`src/rpd_regs.vh`:
```
/*
  Constants for the dual signal-strength peak detector block: register
  offsets, reset values and field widths.
  Assumes it is included by its bare name from the design files.
*/
// Notes on behaviour
// - Converter samples arrive as unsigned 8-bit values and feed the peak logic.
// - Each sample spans codes 0 to 255, noise low, strong input high.
// - Four consecutive samples are averaged; only averages reach both detectors.
// - Two independent detectors: telegram payload and free-running.
// - Telegram detector observes from frame sync until end of message.
// - Frame sync clears the telegram detector's internal peak to zero.
// - Tracking start after frame sync is delayed by a set count of bits.
// - End of message copies the internal peak into the payload register.
// - Payload register holds the last telegram's peak; only reset clears it.
// - Free-running detector tracks only while the receiver-run signal is high.
// - Free-running peak is replaced whenever a new average exceeds it.
// - While running, each running-peak read refreshes the register and restarts tracking.
// - While not running, a read leaves the held value unchanged.
// - Free-running register is cleared to zero by reset.
`ifndef RPD_REGS_VH
`define RPD_REGS_VH

`define RPD_ADDR_PAYLOAD_PEAK 8'hAC
`define RPD_ADDR_RUNNING_PEAK 8'hAD
`define RPD_PAYLOAD_PEAK_RST 8'h00
`define RPD_RUNNING_PEAK_RST 8'h00
`define RPD_SAMPLE_W 8
`define RPD_AVG_GROUP 3'h4
`define RPD_BITCNT_W 8

`endif

```
`src/rpd_avg4.v`:
```
/*
  Four-sample averager for signal-strength samples.
  Assumes samples arrive as single-cycle valid strobes on the system clock.
*/
`timescale 1ns/1ps
`include "rpd_regs.vh"
module rpd_avg4 #(
  parameter W = 8
) (
  // Clock and reset
  input wire i_clk_sys,
  input wire i_rstn,
  // Samples in
  input wire i_smp_vld,
  input wire [W-1:0] i_smp,
  // Average out
  output reg o_avg_vld,
  output reg [W-1:0] o_avg
);

  reg [W+1:0] acc;
  reg [1:0] cnt;
  wire [W+1:0] sum;

  assign sum = acc + {2'b00, i_smp};

  always @(posedge i_clk_sys or negedge i_rstn) begin
    if (!i_rstn) begin
      acc <= {(W+2){1'b0}};
      cnt <= 2'h0;
      o_avg_vld <= 1'b0;
      o_avg <= {W{1'b0}};
    end else begin
      o_avg_vld <= 1'b0;
      if (i_smp_vld) begin
        cnt <= cnt + 2'h1;
        if (cnt == 2'h3) begin
          acc <= {(W+2){1'b0}};
          o_avg <= sum[W+1:2];
          o_avg_vld <= 1'b1;
        end else begin
          acc <= sum;
        end
      end
    end
  end

endmodule // rpd_avg4

```
`src/rpd_peak_det.v`:
```
/*
  Dual peak-level detector for the digitised signal strength: a telegram
  payload detector and a free-running detector, read at fixed addresses.
  Assumes frame sync, end of message and data-bit strobes are one-cycle
  pulses from framer logic on the same clock; register reads arrive as a
  one-cycle read strobe with an address from the serial register port.
*/
`timescale 1ns/1ps
`include "rpd_regs.vh"
module rpd_peak_det #(
  parameter W = 8,
  parameter BW = 8
) (
  // Clock and reset
  input wire i_clk_sys,
  input wire i_rstn,
  // Converter samples
  input wire i_smp_vld,
  input wire [W-1:0] i_received_signal_strength,
  // Receiver framing
  input wire i_rx_run,
  input wire i_frame_sync_found,
  input wire i_end_of_message,
  input wire i_data_bit_strobe,
  input wire [BW-1:0] i_peak_start_bit_delay,
  // Register read port
  input wire i_rd_stb,
  input wire [7:0] i_rd_addr,
  output reg [7:0] o_rd_data,
  output reg o_rd_hit,
  // Direct views
  output reg [W-1:0] o_payload_peak_level,
  output reg [W-1:0] o_running_peak_level
);

  ////////////////////////////////////////////////////////////////////////
  // Averaging

  wire avg_vld;
  wire [W-1:0] avg;

  rpd_avg4 #(
    .W(W)
  ) u_avg (
    .i_clk_sys(i_clk_sys),
    .i_rstn(i_rstn),
    .i_smp_vld(i_smp_vld),
    .i_smp(i_received_signal_strength),
    .o_avg_vld(avg_vld),
    .o_avg(avg)
  );

  ////////////////////////////////////////////////////////////////////////
  // Telegram detector

  localparam ST_IDLE = 2'h0;
  localparam ST_WAIT = 2'h1;
  localparam ST_TRACK = 2'h2;

  reg [1:0] state;
  reg [1:0] next_state;
  reg [BW-1:0] bit_cnt;
  reg [BW-1:0] next_bit_cnt;
  reg [W-1:0] tel_peak;
  reg [W-1:0] next_tel_peak;
  reg [W-1:0] next_payload_peak;
  wire [BW-1:0] bit_cnt_inc;
  wire [1:0] restart_state;
  wire delay_zero;
  wire delay_done;
  wire in_frame;
  wire frame_close;
  wire frame_restart;
  wire bit_step;
  wire tel_hi;
  wire tel_take;

  assign bit_cnt_inc = bit_cnt + {{(BW-1){1'b0}}, 1'b1};
  assign delay_zero = (i_peak_start_bit_delay == {BW{1'b0}});
  assign delay_done = (bit_cnt_inc >= i_peak_start_bit_delay);
  // A zero delay starts tracking on the edge after sync
  assign restart_state = delay_zero ? ST_TRACK : ST_WAIT;
  assign in_frame = (state == ST_WAIT) || (state == ST_TRACK);
  // End of message wins over a same-cycle sync
  assign frame_close = in_frame && i_end_of_message;
  // A sync inside a frame restarts it, as in idle
  assign frame_restart = i_frame_sync_found && !frame_close;
  assign bit_step = (state == ST_WAIT) && i_data_bit_strobe &&
    !i_end_of_message && !i_frame_sync_found;
  assign tel_hi = avg_vld && (avg > tel_peak);
  assign tel_take = (state == ST_TRACK) && tel_hi &&
    !i_end_of_message && !i_frame_sync_found;

  ////////////////////////////////////////////////////////////////////////
  // Telegram tracker next values

  always @* begin
    next_state = state;
    case (state)
      ST_IDLE: begin
        if (frame_restart) begin
          next_state = restart_state;
        end
      end
      ST_WAIT: begin
        if (frame_close) begin
          next_state = ST_IDLE;
        end else if (frame_restart) begin
          next_state = restart_state;
        end else if (bit_step && delay_done) begin
          next_state = ST_TRACK;
        end
      end
      ST_TRACK: begin
        if (frame_close) begin
          next_state = ST_IDLE;
        end else if (frame_restart) begin
          next_state = restart_state;
        end
      end
      default: begin
        next_state = ST_IDLE;
      end
    endcase
  end

  // Counts data bits only while waiting out the start delay
  always @* begin
    next_bit_cnt = bit_cnt;
    if (frame_restart) begin
      next_bit_cnt = {BW{1'b0}};
    end else if (bit_step) begin
      next_bit_cnt = bit_cnt_inc;
    end
  end

  always @* begin
    next_tel_peak = tel_peak;
    if (frame_restart) begin
      next_tel_peak = {W{1'b0}};
    end else if (tel_take) begin
      next_tel_peak = avg;
    end
  end

  // An end of message in idle is stale and publishes nothing
  always @* begin
    next_payload_peak = o_payload_peak_level;
    if (frame_close) begin
      next_payload_peak = tel_peak;
    end
  end

  ////////////////////////////////////////////////////////////////////////
  // Telegram tracker registers

  always @(posedge i_clk_sys or negedge i_rstn) begin
    if (!i_rstn) begin
      state <= ST_IDLE;
      bit_cnt <= {BW{1'b0}};
      tel_peak <= {W{1'b0}};
    end else begin
      state <= next_state;
      bit_cnt <= next_bit_cnt;
      tel_peak <= next_tel_peak;
    end
  end

  // Only end of message or reset moves the payload register
  always @(posedge i_clk_sys or negedge i_rstn) begin
    if (!i_rstn) begin
      o_payload_peak_level <= `RPD_PAYLOAD_PEAK_RST;
    end else begin
      o_payload_peak_level <= next_payload_peak;
    end
  end

  ////////////////////////////////////////////////////////////////////////
  // Free-running detector

  reg [W-1:0] run_peak;
  reg [W-1:0] next_run_peak;
  reg [W-1:0] next_running_peak;
  wire run_rd;
  wire run_hi;
  wire [W-1:0] run_seed;
  wire [W-1:0] run_refresh;

  assign run_rd = i_rd_stb && (i_rd_addr == `RPD_ADDR_RUNNING_PEAK);
  assign run_hi = avg_vld && (avg > run_peak);
  // An average landing with the read seeds the restart, so it is not lost
  assign run_seed = avg_vld ? avg : {W{1'b0}};
  // Register keeps the larger of the stored peak and a same-cycle average
  assign run_refresh = run_hi ? avg : run_peak;

  // Detector restarts on every running-peak read while the receiver runs
  always @* begin
    next_run_peak = run_peak;
    if (i_rx_run) begin
      if (run_rd) begin
        next_run_peak = run_seed;
      end else if (run_hi) begin
        next_run_peak = avg;
      end
    end else begin
      next_run_peak = run_peak;
    end
  end

  // Register takes the refreshed peak on a read, then follows new highs
  always @* begin
    next_running_peak = o_running_peak_level;
    if (i_rx_run) begin
      if (run_rd) begin
        next_running_peak = run_refresh;
      end else if (run_hi) begin
        next_running_peak = avg;
      end
    end else begin
      // A read while stopped changes nothing
      next_running_peak = o_running_peak_level;
    end
  end

  always @(posedge i_clk_sys or negedge i_rstn) begin
    if (!i_rstn) begin
      run_peak <= {W{1'b0}};
    end else begin
      run_peak <= next_run_peak;
    end
  end

  always @(posedge i_clk_sys or negedge i_rstn) begin
    if (!i_rstn) begin
      o_running_peak_level <= `RPD_RUNNING_PEAK_RST;
    end else begin
      o_running_peak_level <= next_running_peak;
    end
  end

  ////////////////////////////////////////////////////////////////////////
  // Read mux

  reg [7:0] next_rd_data;
  reg next_rd_hit;
  wire pay_sel;
  wire run_sel;

  assign pay_sel = (i_rd_addr == `RPD_ADDR_PAYLOAD_PEAK);
  assign run_sel = (i_rd_addr == `RPD_ADDR_RUNNING_PEAK);

  // Data holds between reads; an unmapped read returns zero
  always @* begin
    next_rd_data = o_rd_data;
    if (i_rd_stb) begin
      case (i_rd_addr)
        `RPD_ADDR_PAYLOAD_PEAK: begin
          next_rd_data = o_payload_peak_level;
        end
        `RPD_ADDR_RUNNING_PEAK: begin
          // Value before this cycle's refresh
          next_rd_data = o_running_peak_level;
        end
        default: begin
          next_rd_data = 8'h00;
        end
      endcase
    end
  end

  // Hit marks a mapped read only
  always @* begin
    next_rd_hit = 1'b0;
    if (i_rd_stb) begin
      next_rd_hit = pay_sel || run_sel;
    end
  end

  always @(posedge i_clk_sys or negedge i_rstn) begin
    if (!i_rstn) begin
      o_rd_data <= 8'h00;
    end else begin
      o_rd_data <= next_rd_data;
    end
  end

  always @(posedge i_clk_sys or negedge i_rstn) begin
    if (!i_rstn) begin
      o_rd_hit <= 1'b0;
    end else begin
      o_rd_hit <= next_rd_hit;
    end
  end

endmodule // rpd_peak_det

```
`config.mk`:
```
export PLATFORM = sky130hd
export DESIGN_NAME = rpd_peak_det
export DESIGN_NICKNAME = d
export VERILOG_FILES = /design/src/rpd_avg4.v /design/src/rpd_peak_det.v
export VERILOG_INCLUDE_DIRS = /design/src
export SDC_FILE = /design/constraint.sdc
export NUM_CORES = 1
export LEC_CHECK = 0
export ABC_AREA = 1
export BUFFER_PORTS_ARGS = -buffer_cell sky130_fd_sc_hd__buf_2
export CORE_UTILIZATION = 59
export DETAILED_ROUTE_END_ITERATION = 8
export MAX_ROUTING_LAYER = met4
export PLACE_DENSITY = 0.93
export SKIP_CTS_REPAIR_TIMING = 1
export SLEW_MARGIN = 20
export SYNTH_ARGS = -nofsm -noshare
export SYNTH_HDL_FRONTEND = slang
export SYNTH_SLANG_ARGS = --single-unit
```
`constraint.sdc`:
```
create_clock -name i_clk_sys -period 2.5 [get_ports i_clk_sys]
set_clock_uncertainty 0.1 [all_clocks]
set_input_delay 0.5 -clock i_clk_sys [delete_from_list [all_inputs] [get_ports i_clk_sys]]
set_output_delay 0.5 -clock i_clk_sys [all_outputs]
set_load 0.02 [all_outputs]
```
# Word level (Yosys, flattened, before mapping)
# Cells that the tools add are included.
[totals]
register_bits = 72
wordCells = 69
output_inout_bits = 25
[op_classes]
n_reduce_logical = 24
n_eq_ne = 6
muxes = 21
n_lt_le_gt_ge = 3
add_sub_neg = 3
[op_table]
columns = ["op", "n"]
rows = [
  ["$mux W8", 9],
  ["$eq A8 B8 Y1 const B", 2],
  ["$gt A8 B8 Y1", 2],
  ["$pmux W8 S2", 1],
  ["$logic_and A1 B1 Y1", 12],
  ["$mux W2", 6],
  ["$add A10 B8 Y10", 1],
  ["$mux W10", 1],
  ["$add A8 B1 Y8 const B", 1],
  ["$ge A8 B8 Y1", 1],
  ["$logic_not A8 Y1", 1],
  ["$pmux W2 S3", 1],
  ["$reduce_bool A2 Y1", 3],
  ["$eq A2 B2 Y1 const B", 2],
  ["$ne A4 B3 Y1 const B", 1],
  ["$reduce_and A2 Y1", 2],
  ["$logic_not A1 Y1", 3],
  ["$mux W1", 3],
  ["$add A2 B1 Y2 const B", 1],
  ["$eq A2 B1 Y1 const B", 1],
  ["$logic_not A2 Y1", 1],
  ["$logic_or A1 B1 Y1", 2],
]

# Depth between registers and ports, before layout
[logic_depth]
depth_word = 9
mapped_depth = 16
depth_no_buf = 16

# Modules after synthesis
# Synthesis repeated with hierarchy kept, for this count alone.
[hier_totals]
cells_unflattened = 595
hier_area_um2 = 4668.2
[by_module_without_submodules]
columns = ["module", "cells_each", "area_each_um2", "seq_area_each_um2", "n_inst"]
rows = [
  ["rpd_peak_det", 446, 3465.8, 1276.2, 1],
  ["rpd_avg4", 149, 1202.4, 525.5, 1],
]

# Least setup slack after synthesis
# OpenSTA, ideal clock, no wires.
[synth_path]
kind = "register to register"
from = "register bit_cnt[0]"
to = "register state[0]"
n_path_buf = 0
arrival_ns = 1.867
setup_ns = 0.117
t_required_ns = 2.283
period_less_slack_ns = 2.084
setup_slack_ns = 0.416
stages_incl_launch_ff = 16
path_cell_list = "dfrtp_1 > nand3_1 > nor3_1 > nand2_1 > xor2_1 > inv_1 > ha_1 > nand2_1 > inv_1 > nor2_1 > o21a_1 > nand3_1 > nand2_1 > nand3_1 > nand2_1 > nand2_1"
[synth_between]
elab_chain_cells = 4
[synth_lines]
columns = ["element", "line", "rtl"]
rows = [
  ["start: declaration", "rpd_peak_det.v:62", "reg [BW-1:0] bit_cnt;"],
  ["start signal: assignment", "rpd_peak_det.v:160", "bit_cnt <= {BW{1'b0}};"],
  ["start signal: assignment", "rpd_peak_det.v:164", "bit_cnt <= next_bit_cnt;"],
  ["$add A8 B1 Y8", "rpd_peak_det.v:78", "assign bit_cnt_inc = bit_cnt + {{(BW-1){1'b0}}, 1'b1};"],
  ["$ge A8 B8 Y1", "rpd_peak_det.v:80", "assign delay_done = (bit_cnt_inc >= i_peak_start_bit_delay);"],
  ["$logic_and A1 B1 Y1", "rpd_peak_det.v:110", "end else if (bit_step && delay_done) begin"],
  ["$ne A4 B3 Y1 (no line)", "n/a", ""],
  ["end signal: assignment", "rpd_peak_det.v:163", "state <= next_state;"],
  ["end: declaration", "rpd_peak_det.v:60", "reg [1:0] state;"],
]
# Every way passes these cells.
# A chain may end at the register's enable or synchronous reset.

# Final worst setup path
[layout_path]
from = "register bit_cnt[1]"
to = "register state[1]"
# Same word-level chain as after synthesis.

==> out/results.tsv <==
metric	value	unit
H-tree Lvls	3	
flop and latch count out of synthesis	72	
HPWL after DPL	8.02	mm
initial antenna violation count	0	
number of port buffers	56	
ANT cells	0	
first-pass GRT wire length	19.7	mm
grt ovf	0	
core area	7370	µm²
critical path peak fanout	3	
PwrDens	937	nW/µm²
post-synth top area cell	dfrtp_1	
leak pwr	2.94	nW
outcome	completed	
TritonCTS Buffers	9	
Logic pwr share	42.0	%
nets	723	
Area Overhead vs Synth	14.6	%
Routed WL	12.0	mm
Residual DRC	0	
largest cells by area after synthesis	dfrtp_1 40%, nand2_1 13%, ha_1 10%	
Worst-path clk slew	0.09	ns
Initial Utilization	61.8	%
placer's final routability congestion estimate	0.910	
buffer levels on the longest clock path	2	
fin crit share	95.5	%
initial DRC count	443	
Worst Setup SP	bit_cnt[1]	
setup violators final	0	
die area	8070	µm²
Reg2Reg Depth	15	
final hold vios	0	
most frequent cell after synthesis	nand2_1	
CTS tree	yes	
first drt pass iteration count	8	
max-cap violations	0	
reg2reg start	bit_cnt[1]	
Seq pwr share	36.4	%
GRT Resource Usage Total	31.4	%
worst min-delay path class	primary input to asynchronous set/reset pin	
clock group share of total power	21.6	%
post-synth top area share	39.6	%
Register Area	1800	µm²
most frequent cells after synthesis	160 x nand2_1, 83 x inv_1, 72 x dfrtp_1, 60 x nand3_1, 38 x ha_1	
detail-routed via count per cell	5.83	
CP Capture Type	flip-flop	
Worst R2R Setup Slack	0.11	ns
Finished Core Util	70.8	%
Setup TNS	0	ns
cell-internal power	2.75	mW
Tightest Pin Transition	0.517	ns
sw power	2.14	mW
WP data required	2.66	ns
clock sinks	72	
fill count	532	
register area share after synthesis	39.6	%
Avg Inst Size Synth	7.77	µm²
CP endpoint	state[1]	
root cell of the clock tree	clkbuf_8	
Routed Antenna Nets	0	
Synth Cell Area	4550	µm²
asr flop ratio synth	100	%
post-layout min period	2.39	ns
die extent in y	89.9	µm
PnR Total Power	4.89	mW
number of flops mapped to enable cells by yosys	0	
vias post-DR	4405	
Setup CP Type	flip-flop to flip-flop	
final slew viol count	0	
num ports	57	
Worst-Skew Late Latency	0.36	ns
Mapped Cells	586	
row count	31	
Worst slew margin	65.4	%
Multi-input gate area	2380	µm²
Top FF cell, synth	dfrtp_1	
Worst Path Arrival	2.55	ns
die width	89.9	µm
Cell variety after synth	43	
Synth Net Count	657	
YS warnings	0	
reg2reg end	state[1]	
layout cells sized above 1	17.7	%
Worst VDD drop	0.000451	V
sw frac	43.7	%
fmax	419	MHz
largest net degree at the start of global routing	73	
number of global-route vias before repair	4362	
Wirelength per Cell	15.8	µm
startpoint types	flip-flop	
cell families after synthesis:
group	after synthesis	synth area share (%)
AND/OR/NAND/NOR	299	29.8
adder cells (fa/ha/maj)	39	10.9
flip-flops	72	39.6
XOR/XNOR	8	1.54
multiplexers	1	0.247
buffers and inverters	98	8.57
AO/OA/AOI/OAI	69	9.37
sequential cells by signal, indices dropped and copies added, names as in the netlist:
register,cells
u_avg.acc,10
tel_peak,8
state,2
o_running_peak_level,8
u_avg.o_avg_vld,1
o_rd_hit,1
u_avg.o_avg,8
o_rd_data,8
run_peak,8
u_avg.cnt,2
o_payload_peak_level,8
bit_cnt,8
power groups by stage:
stage          logic, mW  registers, mW  clock network (mW)
3_5_place_dp        1.98           1.78                   0
6_report            2.05           1.78                1.06
5_1_grt             2.33           1.82                1.10
2_1_floorplan       1.41           1.77                   0
3_3_place_gp        1.87           1.76                   0
4_1_cts             2.01           1.76                1.05
through the flow:
stage | worst slack, ns | instances | hold slack [ns] | instance area (µm²)
6_report | 0.113 | 756 | 0.0442 | 5220
5_1_grt | -0.0872 | 756 | 0.0841 | 5220
3_3_place_gp | 0.319 | 735 | 0.361 | 4950
3_5_place_dp | 0.163 | 735 | 0.379 | 4950
2_1_floorplan | 0.416 | 586 | 0.104 | 4550
4_1_cts | 0.102 | 751 | 0.0734 | 5170
layout make-up:
class                           instances  area share, %
Multi-Input combinational cell        416           45.5
Sequential cell                        72           34.5
Inverter                               88           6.45
Clock buffer                           10           2.44
Tap cell                               99           2.37
Clock inverter                          6           1.77
Timing Repair Buffer                   65           6.90
layer usage:
layer  GRT usage, %  part of all wire [%]  vias to the layer above  wire, µm
met3           5.50                   7.1                       71       853
met5              -                     0                        -         0
met2           50.4                    46                      254      5560
met1           37.5                    40                     2021      4760
li1               -                     -                     2059         -
met4           18.1                   6.7                        0       802
worst min-delay path by stage:
stage	start	endpoint	slack, ns	cells after the start
floorplan	i_rstn	bit_cnt[0]	0.10	0
global placement	u_avg.cnt[1]	u_avg.cnt[1]	0.36	2
detailed placement	u_avg.cnt[0]	u_avg.cnt[0]	0.38	1
CTS	i_rstn	state[0]	0.07	2
global route	i_rstn	state[0]	0.08	2
finish	i_rstn	state[0]	0.04	2
worst max-delay path, stage by stage (launching register included):
cell and delay [ns]:
dfrtp_1 0.43, nand3_2 0.14, nor3_2 0.24, nand2_1 0.09
xor2_1 0.18, inv_1 0.07, ha_1 0.29, nand2_1 0.08
inv_1 0.05, nor2_1 0.10, o21a_1 0.13, nand3_1 0.08
nand2_1 0.10, nand3_1 0.10, nand2_1 0.07, nand2_1 0.04
placed cells by master (no fill, tap or decap), types with 2 or more instances in the layout:
| cell | netlist | routed |
|---|---|---|
| a21o_1 | 2 | 2 |
| a21oi_1 | 15 | 15 |
| a21oi_2 | 6 | 6 |
| a22o_1 | 3 | 3 |
| a22oi_1 | 2 | 2 |
| buf_2 | 3 | 56 |
| buf_4 | 1 | 8 |
| bufinv_16 | 0 | 2 |
| clkbuf_8 | 0 | 9 |
| clkinv_4 | 1 | 2 |
| clkinvlp_4 | 0 | 2 |
| dfrtp_1 | 72 | 72 |
| ha_1 | 38 | 37 |
| inv_1 | 83 | 82 |
| inv_2 | 2 | 3 |
| nand2_1 | 160 | 160 |
| nand2_2 | 5 | 5 |
| nand2_4 | 3 | 3 |
| nand3_1 | 60 | 59 |
| nand3_2 | 2 | 3 |
| nand3b_1 | 2 | 2 |
| nand4_1 | 25 | 25 |
| nor2_1 | 31 | 30 |
| nor2_2 | 4 | 5 |
| nor2_4 | 2 | 2 |
| nor3_1 | 3 | 2 |
| o21ai_0 | 29 | 29 |
| o21ai_1 | 3 | 3 |
| o21bai_1 | 2 | 2 |
| o22ai_1 | 2 | 2 |
| xnor2_1 | 3 | 3 |
| xor2_1 | 5 | 5 |
Note: power is estimated with default switching activity, not from simulation.
